<file path="src/design/lei_consts.vh">
// Constants for the receive error interrupt enable block.
// Assumes an AXI4-Lite register bus with 32-bit data and byte addressing.
`ifndef LEI_CONSTS_VH
`define LEI_CONSTS_VH

// Register byte offsets.
`define LEI_OFF_EN_SET      8'h00
`define LEI_OFF_EN_CLR      8'h04
`define LEI_OFF_CTRL        8'h08
`define LEI_OFF_IRQ_STAT    8'h0C
`define LEI_OFF_IRQ_MASK    8'h10
`define LEI_OFF_ERR_FLAGS   8'h14

// Enable field: bit 28 sync mismatch, 27 no response, 26 framing, 25 overrun, 24 parity.
`define LEI_EN_MSB          28
`define LEI_EN_LSB          24
`define LEI_SYNC_BIT        4
`define LEI_NORESP_BIT      3
`define LEI_NERR            5

// Control register fields.
`define LEI_CTRL_LIN_BIT    0
`define LEI_CTRL_PROT_BIT   1

// Reset values.
`define LEI_EN_RST          5'h00
`define LEI_MASK_RST        5'h00
`define LEI_CTRL_RST        2'h0

// Enables that only LIN mode may write or use.
`define LEI_LIN_ONLY_MASK   5'h18

// AXI responses.
`define LEI_RESP_OKAY       2'h0
`define LEI_RESP_SLVERR     2'h2

`endif

</file>
<file path="src/design/lei_top.v">
// Receive error interrupt enables with an AXI4-Lite register slave.
// Assumes error flags arrive as levels synchronous to aclk from the error
// detectors, and that one write and one read at most are outstanding.
`timescale 1ns/1ps
`include "lei_consts.vh"

////////////////////////////////////////////////////////////////////////////////
// Behaviour
// (RULE1) Sync-field mismatch error raises a request when bit 28 enable is set.
// (RULE2) No-response error raises a request when bit 27 enable is set.
// (RULE3) Framing error raises a request when bit 26 enable is set.
// (RULE4) Overrun error raises a request when bit 25 enable is set.
// (RULE5) Parity error raises a request when bit 24 enable is set.
// (RULE6) Sync-field and no-response enables act only in LIN mode.
// (RULE7) Framing, overrun and parity enables act in both modes.
// (RULE8) Reading an enable bit returns one when enabled, zero otherwise.
// (RULE9) Writing one sets an enable; writing zero leaves it unchanged.
// (RULE10) Bits 23 to 14 read as zero and writes there change nothing.
// (RULE11) LIN-only enables write only in LIN mode; all enables reset to zero.
// (RULE12) Each request is error flag AND enable, evaluated every clock.
module lei_top #(
    parameter ADDR_W = 8
) (
    input  wire              aclk,
    input  wire              aresetn,
    input  wire [ADDR_W-1:0] s_axi_awaddr,
    input  wire              s_axi_awvalid,
    output reg               s_axi_awready,
    input  wire [31:0]       s_axi_wdata,
    input  wire [3:0]        s_axi_wstrb,
    input  wire              s_axi_wvalid,
    output reg               s_axi_wready,
    output reg  [1:0]        s_axi_bresp,
    output reg               s_axi_bvalid,
    input  wire              s_axi_bready,
    input  wire [ADDR_W-1:0] s_axi_araddr,
    input  wire              s_axi_arvalid,
    output reg               s_axi_arready,
    output reg  [31:0]       s_axi_rdata,
    output reg  [1:0]        s_axi_rresp,
    output reg               s_axi_rvalid,
    input  wire              s_axi_rready,
    input  wire [4:0]        err_flag,
    output reg  [4:0]        err_irq_req,
    output reg               lin_mode,
    output reg               irq
);

    ////////////////////////////////////////////////////////////////////////////
    // Helpers.

    // Register indices returned by reg_index.
    localparam [2:0] IDX_EN_SET = 3'h0;
    localparam [2:0] IDX_EN_CLR = 3'h1;
    localparam [2:0] IDX_CTRL   = 3'h2;
    localparam [2:0] IDX_STAT   = 3'h3;
    localparam [2:0] IDX_MASK   = 3'h4;
    localparam [2:0] IDX_FLAGS  = 3'h5;
    localparam [2:0] IDX_NONE   = 3'h7;

    // Register index for a byte address; 3'h7 marks an unmapped address.
    function [2:0] reg_index;
        input [ADDR_W-1:0] addr;
        begin
            case (addr)
                `LEI_OFF_EN_SET:    reg_index = IDX_EN_SET;
                `LEI_OFF_EN_CLR:    reg_index = IDX_EN_CLR;
                `LEI_OFF_CTRL:      reg_index = IDX_CTRL;
                `LEI_OFF_IRQ_STAT:  reg_index = IDX_STAT;
                `LEI_OFF_IRQ_MASK:  reg_index = IDX_MASK;
                `LEI_OFF_ERR_FLAGS: reg_index = IDX_FLAGS;
                default:            reg_index = IDX_NONE;
            endcase
        end
    endfunction

    // Places a five-bit error vector at bits 28 to 24; the rest read as zero.
    function [31:0] err_field;
        input [4:0] v;
        begin
            err_field = {3'h0, v, 24'h000000};
        end
    endfunction

    // Enable positions that may be written, and may request, in the given mode.
    function [4:0] mode_mask;
        input lin;
        begin
            mode_mask = lin ? 5'h1F : ~`LEI_LIN_ONLY_MASK;
        end
    endfunction

    // Refused accesses answer with a slave error and change no state.
    function [1:0] resp_code;
        input [2:0] idx;
        input       is_wr;
        begin
            if (idx == IDX_NONE || (is_wr && idx == IDX_FLAGS)) begin
                resp_code = `LEI_RESP_SLVERR;
            end else begin
                resp_code = `LEI_RESP_OKAY;
            end
        end
    endfunction

    ////////////////////////////////////////////////////////////////////////////
    // State.

    reg  [4:0]        en_r;
    reg  [4:0]        en_nxt;
    reg  [4:0]        stat_r;
    reg  [4:0]        stat_nxt;
    reg  [4:0]        mask_r;
    reg  [4:0]        mask_nxt;
    reg               prot_r;
    reg               prot_nxt;
    reg               lin_nxt;
    reg  [4:0]        req_nxt;

    reg               aw_full_r;
    reg  [ADDR_W-1:0] aw_addr_r;
    reg               w_full_r;
    reg  [31:0]       w_data_r;
    reg  [3:0]        w_strb_r;

    wire              wr_fire;
    wire [2:0]        wr_idx;
    wire [2:0]        rd_idx;
    wire [4:0]        wr_bits;
    wire [4:0]        lin_wr_mask;
    wire              wr_en_set;
    wire              wr_en_clr;
    wire              wr_ctrl;
    wire              wr_stat;
    wire              wr_mask;

    reg  [31:0]       rd_word;

    assign wr_fire = aw_full_r && w_full_r && !s_axi_bvalid;
    assign wr_idx  = reg_index(aw_addr_r);
    assign rd_idx  = reg_index(s_axi_araddr);

    // Enable and status bits all sit in the top byte, so lane 3 gates them.
    assign wr_bits = w_strb_r[3] ? w_data_r[`LEI_EN_MSB:`LEI_EN_LSB] : 5'h00;

    // Outside LIN mode the LIN-only positions are write protected.
    assign lin_wr_mask = mode_mask(lin_mode); // RULE11

    // One strobe per register, so each register process below stays small.
    assign wr_en_set = wr_fire && (wr_idx == IDX_EN_SET);
    assign wr_en_clr = wr_fire && (wr_idx == IDX_EN_CLR);
    assign wr_ctrl   = wr_fire && (wr_idx == IDX_CTRL) && w_strb_r[0];
    assign wr_stat   = wr_fire && (wr_idx == IDX_STAT);
    assign wr_mask   = wr_fire && (wr_idx == IDX_MASK);

    ////////////////////////////////////////////////////////////////////////////
    // Next state of the enable, control and interrupt registers.

    // Enable register: one sets through the set register, one clears through
    // the clear register, and LIN-only positions are frozen outside LIN mode.
    always @* begin
        en_nxt = en_r;
        if (wr_en_set) begin
            en_nxt = en_r | (wr_bits & lin_wr_mask); // RULE9 RULE10 RULE11
        end else if (wr_en_clr) begin
            en_nxt = en_r & ~(wr_bits & lin_wr_mask); // RULE11
        end
    end

    // Control register: mode select and the protected-write flag. The flag is
    // kept for software only; enables read back the same in either state.
    always @* begin
        lin_nxt  = lin_mode;
        prot_nxt = prot_r;
        if (wr_ctrl) begin
            lin_nxt  = w_data_r[`LEI_CTRL_LIN_BIT];
            prot_nxt = w_data_r[`LEI_CTRL_PROT_BIT];
        end
    end

    // Mask register: a set bit lets the matching status bit drive irq.
    always @* begin
        mask_nxt = mask_r;
        if (wr_mask) begin
            mask_nxt = wr_bits;
        end
    end

    // A LIN-only error never requests outside LIN mode, even if its enable
    // was left set when the mode changed.
    always @* begin
        req_nxt = err_flag & en_r; // RULE12 RULE1 RULE2 RULE3 RULE4 RULE5 RULE7
        req_nxt = req_nxt & mode_mask(lin_mode); // RULE6
    end

    // Set wins over a write-one-to-clear in the same cycle, so an error that
    // arrives while software clears its bit is never lost.
    always @* begin
        stat_nxt = stat_r;
        if (wr_stat) begin
            stat_nxt = stat_r & ~wr_bits;
        end
        stat_nxt = stat_nxt | req_nxt;
    end

    always @(posedge aclk) begin
        if (!aresetn) begin
            en_r        <= `LEI_EN_RST; // RULE11
            mask_r      <= `LEI_MASK_RST;
            stat_r      <= 5'h00;
            prot_r      <= 1'b0;
            lin_mode    <= 1'b0;
        end else begin
            en_r        <= en_nxt;
            mask_r      <= mask_nxt;
            stat_r      <= stat_nxt;
            prot_r      <= prot_nxt;
            lin_mode    <= lin_nxt;
        end
    end

    // Both request outputs are registered so that every top-level output
    // comes from a flip-flop; they trail the error flags by one clock.
    always @(posedge aclk) begin
        if (!aresetn) begin
            err_irq_req <= 5'h00;
            irq         <= 1'b0;
        end else begin
            err_irq_req <= req_nxt; // RULE12
            irq         <= |(stat_nxt & mask_nxt);
        end
    end

    ////////////////////////////////////////////////////////////////////////////
    // AXI4-Lite write channels. Address and data are caught independently,
    // so the master may offer them in either order; the register update and
    // the response follow one cycle after both are held. Ready returns only
    // after the response is taken, which keeps one write in flight and the
    // captured payload stable.

    always @(posedge aclk) begin
        if (!aresetn) begin
            s_axi_awready <= 1'b1;
            aw_full_r     <= 1'b0;
            aw_addr_r     <= {ADDR_W{1'b0}};
        end else begin
            if (s_axi_awvalid && s_axi_awready) begin
                aw_full_r     <= 1'b1;
                aw_addr_r     <= s_axi_awaddr;
                s_axi_awready <= 1'b0;
            end
            if (wr_fire) begin
                aw_full_r <= 1'b0;
            end
            if (s_axi_bvalid && s_axi_bready) begin
                s_axi_awready <= 1'b1;
            end
        end
    end

    always @(posedge aclk) begin
        if (!aresetn) begin
            s_axi_wready <= 1'b1;
            w_full_r     <= 1'b0;
            w_data_r     <= 32'h00000000;
            w_strb_r     <= 4'h0;
        end else begin
            if (s_axi_wvalid && s_axi_wready) begin
                w_full_r     <= 1'b1;
                w_data_r     <= s_axi_wdata;
                w_strb_r     <= s_axi_wstrb;
                s_axi_wready <= 1'b0;
            end
            if (wr_fire) begin
                w_full_r <= 1'b0;
            end
            if (s_axi_bvalid && s_axi_bready) begin
                s_axi_wready <= 1'b1;
            end
        end
    end

    always @(posedge aclk) begin
        if (!aresetn) begin
            s_axi_bvalid <= 1'b0;
            s_axi_bresp  <= `LEI_RESP_OKAY;
        end else begin
            if (wr_fire) begin
                s_axi_bvalid <= 1'b1;
                s_axi_bresp  <= resp_code(wr_idx, 1'b1);
            end
            if (s_axi_bvalid && s_axi_bready) begin
                s_axi_bvalid <= 1'b0;
            end
        end
    end

    ////////////////////////////////////////////////////////////////////////////
    // AXI4-Lite read channels.

    always @* begin
        rd_word = 32'h00000000;
        case (rd_idx)
            IDX_EN_SET: rd_word = err_field(en_r); // RULE8 RULE10
            IDX_EN_CLR: rd_word = err_field(en_r); // RULE8
            IDX_CTRL:   rd_word = {30'h0, prot_r, lin_mode};
            IDX_STAT:   rd_word = err_field(stat_r);
            IDX_MASK:   rd_word = err_field(mask_r);
            IDX_FLAGS:  rd_word = err_field(err_flag);
            default:    rd_word = 32'h00000000;
        endcase
    end

    // Read address channel: one read in flight, ready returns once data are taken.
    always @(posedge aclk) begin
        if (!aresetn) begin
            s_axi_arready <= 1'b1;
        end else begin
            if (s_axi_arvalid && s_axi_arready) begin
                s_axi_arready <= 1'b0;
            end
            if (s_axi_rvalid && s_axi_rready) begin
                s_axi_arready <= 1'b1;
            end
        end
    end

    // Read data are captured with the address, so a later register change
    // cannot alter a word that is already on the bus.
    always @(posedge aclk) begin
        if (!aresetn) begin
            s_axi_rvalid <= 1'b0;
            s_axi_rdata  <= 32'h00000000;
            s_axi_rresp  <= `LEI_RESP_OKAY;
        end else begin
            if (s_axi_arvalid && s_axi_arready) begin
                s_axi_rvalid <= 1'b1;
                s_axi_rdata  <= rd_word;
                s_axi_rresp  <= resp_code(rd_idx, 1'b0);
            end
            if (s_axi_rvalid && s_axi_rready) begin
                s_axi_rvalid <= 1'b0;
            end
        end
    end

endmodule

</file>
<file path="config.mk">
export PLATFORM = sky130hd
export DESIGN_NAME = lei_top
export DESIGN_NICKNAME = d
export VERILOG_FILES = /design/src/design/lei_top.v
export VERILOG_INCLUDE_DIRS = /design/src /design/src/design
export SDC_FILE = /design/constraint.sdc
export NUM_CORES = 1
export LEC_CHECK = 0
export BUFFER_PORTS_ARGS = -buffer_cell sky130_fd_sc_hd__buf_2
export CORE_MARGIN = 3
export CORE_UTILIZATION = 48
export DETAILED_ROUTE_END_ITERATION = 6
export GPL_TIMING_DRIVEN = 0
export PLACE_DENSITY = 0.89
export SKIP_LAST_GASP = 1
export SYNTH_ARGS = -nofsm -noshare
export SYNTH_HDL_FRONTEND = slang
export SYNTH_SLANG_ARGS = --single-unit
</file>
<file path="constraint.sdc">
create_clock -name aclk -period 2.35 [get_ports aclk]
set_input_delay 0.3525 -clock aclk [delete_from_list [all_inputs] [get_ports aclk]]
set_output_delay 0.3525 -clock aclk [all_outputs]
set_load 0.01 [all_outputs]
</file>
======== Yosys cells after proc, flatten, opt, wreduce, memory -nomap -nowiden ========
Index checks and enable logic that the tools add are counted.
storage, ports and cells
  bits of input ports ..................... 64
  register bits ........................... 107
  bits in read-only memories .............. 0
  output and inout bits ................... 48
  logic and storage cells ................. 89
  memories kept ........................... 0
  bits in writable memories ............... 0
  bits in latches ......................... 0
operators by class
  multipliers ............................. 0
  eq/ne operators ......................... 22
  reductions and logical operators ........ 25
  bitwise operators ....................... 11
  shift operators ......................... 0
  add/sub/neg operators ................... 0
  divide/modulo/power cells ............... 0
  muxes and demuxes ....................... 11
  order comparisons ....................... 0
operator list
  cell                number
  $pmux 29 s5         1
  $pmux 3 s6          2
  $eq 8x4->1 const B  4
  $eq 8x5->1 const B  4
  $and 5x5->5         6
  $mux 5              6
  $eq 3x3->1 const B  6
  $eq 8x3->1 const B  2
  $logic_not 8->1     2
  $logic_and 1x1->1   13
  $eq 3x2->1 const B  4
  $not 5->5           2
  $or 5x5->5          2
  $reduce_or 2->1     4
  $eq 3x1->1 const B  2
  $logic_not 3->1     2
  $reduce_or 5->1     1
  $mux 2              2
  $reduce_bool 2->1   1
  $logic_not 1->1     1
  $logic_or 1x1->1    1
  $not 1->1           1

======== Depth between registers and ports, before layout ========
  depth in word-level cells ............... 8
  depth in mapped cells ................... 9
  depth with buffers taken out ............ 9

======== Least setup slack after synthesis ========
Ideal clock, no wire load.
  path type ............................... input port to flip-flop
  start ................................... input port s_axi_araddr[0]
  end ..................................... register s_axi_rdata[27]
  path slack .............................. 155 ps
  stages .................................. 8
  library setup time ...................... 59 ps
  arrival time ............................ 2136 ps
  cell sequence ........................... nor4_4 -> nand2_1 -> or3_1 -> ha_1 -> a31oi_1 -> nor3_1 -> nor3b_2 -> a22o_1
between the ends
  longest elaborated chain between the ends .. 5
  elaborated cells on any way between the ends .. 15
  those cells by class .................... eq/ne: 10; mux: 2; reduce/logical: 3
RTL lines
  item                                                  RTL line       text
  start, declared                                       lei_top.v:36   input wire [ADDR_W-1:0] s_axi_araddr,
  $eq 8x5->1 (tied with other cells)                    lei_top.v:65   case (addr)
  $pmux 3 s6 (*)                                        lei_top.v:65
  $eq 3x1->1 / $logic_not 3->1 (equally long branches)  n/a
  $reduce_or 2->1 (no source line)                      n/a
  $pmux 29 s5 (*)                                       lei_top.v:303  case (rd_idx)
  end signal, assigned                                  lei_top.v:338  s_axi_rdata <= rd_word;
  end, declared                                         lei_top.v:39   output reg [31:0] s_axi_rdata,
Mark *: on every way between the ends. The rest lies on a longest branch, timed or not.
A chain may end at the register's enable or synchronous reset.

======== Worst setup path after layout ========
  start ................................... input port s_axi_araddr[6]
  end ..................................... register s_axi_rdata[0]
The elaborated chain is that of the path after synthesis.

==> summary.txt <==
Final layout
  • Antenna Cells: 0
  • Final Instance Area: around 3400 sq um
  • Nets: 457
  • Finished Core Util: 0.6285
  • Layout filler cell count: roughly 460
  • Commonest non-fill, non-tap cell in the layout: buf_2
  • Area growth syn-to-layout: 21.98%
  • Non-filler cells, final: 463
  • Share of layout cells above drive strength 1: 0.2926
  • Most frequent cells in the layout: 58 x buf_2, 56 x dfxtp_1, 48 x nand2_1, 29 x buf_4, 27 x conb_1

Timing
  • Setup violators final: 0
  • Max Fclk: 464.0 MHz
  • Max-slew violations: 0
  • Setup TNS: 0 ns
  • Hold Vio Cnt, Final: 0
  • Worst Slack Setup Final: 0.1948 ns
  • Period minus WS final: 2.155 ns
  • Fin crit share: 0.9171
  • Unrepaired setup endpoints after global routing: false
  • Clock Skew: 0.008857 ns

Critical path
  • Reg-to-reg critical path startpoint: aw_addr_r[5]
  • Critical setup path kind: in -> reg
  • Worst setup EP type: flop
  • Setup crit end: s_axi_rdata[0]
  • Critical Path RT: 2.60 ns
  • R2R cell count: 5
  • Worst Path Max Fanout: 3
  • CP arrival: 2.40 ns
  • Cells along the critical path: buf_2 -> nor4_4 -> nand2_1 -> or3_1 -> ha_1 -> nor4b_1 -> nor4b_4 -> a22oi_1 -> nor2b_1
  • Startpoint types: input port
  • Largest stage delay on the critical path: 0.33 ns
  • Worst Setup SP: s_axi_araddr[6]
  • Crit-path slowest cell: or3_1
  • R2R setup slack: 0.35 ns
  • Reg2reg end: irq

Power and ir drop
  • Seq pwr share: 0.559
  • Sw power: 473.0 uW
  • VDD IR max: 0.0004295 V
  • Sw Ratio: 0.2637
  • Clk pwr share: 0.310
  • Power density cells: 534.9 nW/um^2
  • Pint: 1321 uW
  • Leakage Power: 0.001450 uW
  • Gate power share: 0.131

Logic synthesis
  • Seq cells post-synth: 56
  • Yosys top cell by area: dfxtp_1
  • Seq/Total Area, Yosys: 0.4078
  • Synth Cell Area: 2749 sq um
  • Warnings, synthesis: 0
  • Top_reg_cell synth: dfxtp_1
  • Mean Syn Cell Area: 9.163 sq um
  • Area contributors post-synth: dfxtp_1 41%, buf_4 7.4%, a21boi_0 6.6%
  • Post-synth EDFFs: 0
  • Async S/R FF share, synth: 0
  • Synth Instances: 300
  • Yosys cell types: 47
  • Share of the synthesized area in the top cell type: 0.4078

Drt
  • Via count: 2306
  • Initial drt markers: 90
  • DRC: 0
  • Post-route ant nets: 0
  • Final WL: 6.136 mm
  • Pre-Repair DR Iteration Count: 4
  • Wire per inst: 13.25 microns
  • Drt via density: around 5.0

Min path
  • Hold path startpoint: s_axi_wvalid
  • HP Class: in -> reg

Clock network
  • CTS root buf: clkbuf_8
  • CTS tree: yes
  • Hold_buf cts: 0
  • H-tree depth: 2
  • Reg clk slew, reported paths: around 0.10 ns
  • Insertion delay to the later sink of the worst-skew pair: roughly 0.31 ns
  • CTS Buf Count: 5
  • Clock tree sinks: 56
  • Maximum buffer depth of the clock tree: 2

Place
  • DP HPWL: 4.752 mm
  • GP Congestion: about 0.81
  • PortBufs: between 50 and 60
  • Placement Cell Area: approximately 3200 sq um
  • Post-Place Cells: 453
  • Setup Slack @ Placement: -0.2783 ns

Floorplanning
  • Die ar.: 6671 sq um
  • Area of the core: between 5000 and 6000 sq um
  • Starting density of the core: 0.5152
  • Total I/O pin count: about 110
  • # rows: 26
  • Die Width: 81.68 microns
  • Die Ht: 81.68 microns

Flow run
  • Max Cap Violations: 0

GRT
  • Vias in the first global route: 2160
  • First-pass GRT wire length: 10.03 mm
  • Largest net degree at the start of global routing: 18
  • Final global-route overflow total: 0
  • GRT Total Usage: 0.1935
  • Initial antenna violation count: 0

Status
  • Status: complete, no violations
==> layout make-up <==
type / instances / area [sq um] / area share
sequential: 56 / 1121 / 0.3343
clock inverter: 2 / 15.01 / 0.004478
tap: 70 / 87.58 / 0.02612
buffer: 37 / 241.5 / 0.07201
timing repair buffer: 59 / 300.3 / 0.08955
clock buffer: 6 / 82.58 / 0.02463
inverter: 6 / 22.52 / 0.006716
multi-input combinational: 227 / 1483 / 0.4422
==> worst max-delay path: cells and delay by family <==
family,cells,cell delay (ns)
adder cells (fa/ha/maj),1,0.31
buffers and inverters,1,0.11
AO/OA/AOI/OAI,1,0.11
AND/OR/NAND/NOR,6,1.51
==> metal layers <==
metal | up-vias | routed length, microns | share of wire | GRT usage
li1 | 1189 | - | - | -
met1 | 1041 | 2506 | 0.41 | 0.2295
met2 | 69 | 3123 | 0.51 | 0.3428
met3 | 7 | 436 | 0.071 | 0.04276
met4 | 0 | 69 | 0.011 | 0.06811
met5 | - | 0 | 0 | 0
==> worst min path at each step <==
stage / slack [ns] / end / depth (start not counted)
after global placement: 0.45 / w_data_r[1] / 2
after global routing: 0.24 / s_axi_wready / 2
after floorplan: 0.44 / w_data_r[0] / 2
after CTS: 0.24 / s_axi_wready / 2
final: 0.24 / s_axi_wready / 2
after detailed placement: 0.46 / s_axi_rdata[27] / 1
==> power by group through the flow <==
stage / Combinational [uW] / Sequential [uW] / Clock (uW)
3_5_place_dp: 230 / 1020 / 0
2_1_floorplan: 153 / 1020 / 0
5_1_grt: 262 / 1010 / 606
6_report: 236 / 1000 / 555
4_1_cts: 231 / 1000 / 560
3_3_place_gp: 225 / 1020 / 0
==> sequential cells by signal, summed over array words and instances (netlist names), 2 cells and up, named ones only <==
signal and flops:
aw_addr_r 8, s_axi_rdata 7, w_data_r 7, err_irq_req 5, mask_r 5, stat_r 5, w_strb_r 2
==> synthesized netlist by cell type (2+ instances only) <==
master    count
nor3b_1       3
inv_1         6
o21ai_0       9
clkbuf_1      9
a21oi_1       3
and4_1        3
a22o_1        6
a21boi_0     24
and2_1        6
a22oi_1       4
nor2_1        3
nor2b_1      15
buf_4        27
and3_1        3
o211ai_1      5
and2_2        2
nor3_1        3
a32oi_1       2
nand2_1      48
nor4b_1       3
nand4_1       6
nand3_1      10
nand2b_1      2
or2_2         3
nor4_4        3
mux2i_1      14
and4_2        3
dfxtp_1      56
==> metrics by stage <==
stage	hold slack (ns)	total power, uW
detailed placement	0.4572	1255
global route	0.2435	1876
CTS	0.2417	1794
floorplan	0.4428	1176
global placement	0.4512	1247
finish	0.2435	1794
==> logic make-up (layout without fill, tap and decap cells) <==
logic type	count (synthesis)	count (layout)	share of synthesized area
other	1	27	0.001364
flip-flops	56	56	0.4078
multiplexers	16	16	0.06053
AND/OR/NAND/NOR	126	126	0.2804
AO/OA/AOI/OAI	57	57	0.1493
adder cells (fa/ha/maj)	1	1	0.004551
buffers and inverters	43	110	0.09604
==> timing repair <==
action / in CTS / in global routing
setup buffers: 0 / 2
gates resized for setup: 0 / 3
setup endpoints to repair: 0 / 7
No activity file was read; power rests on OpenSTA's default activity.
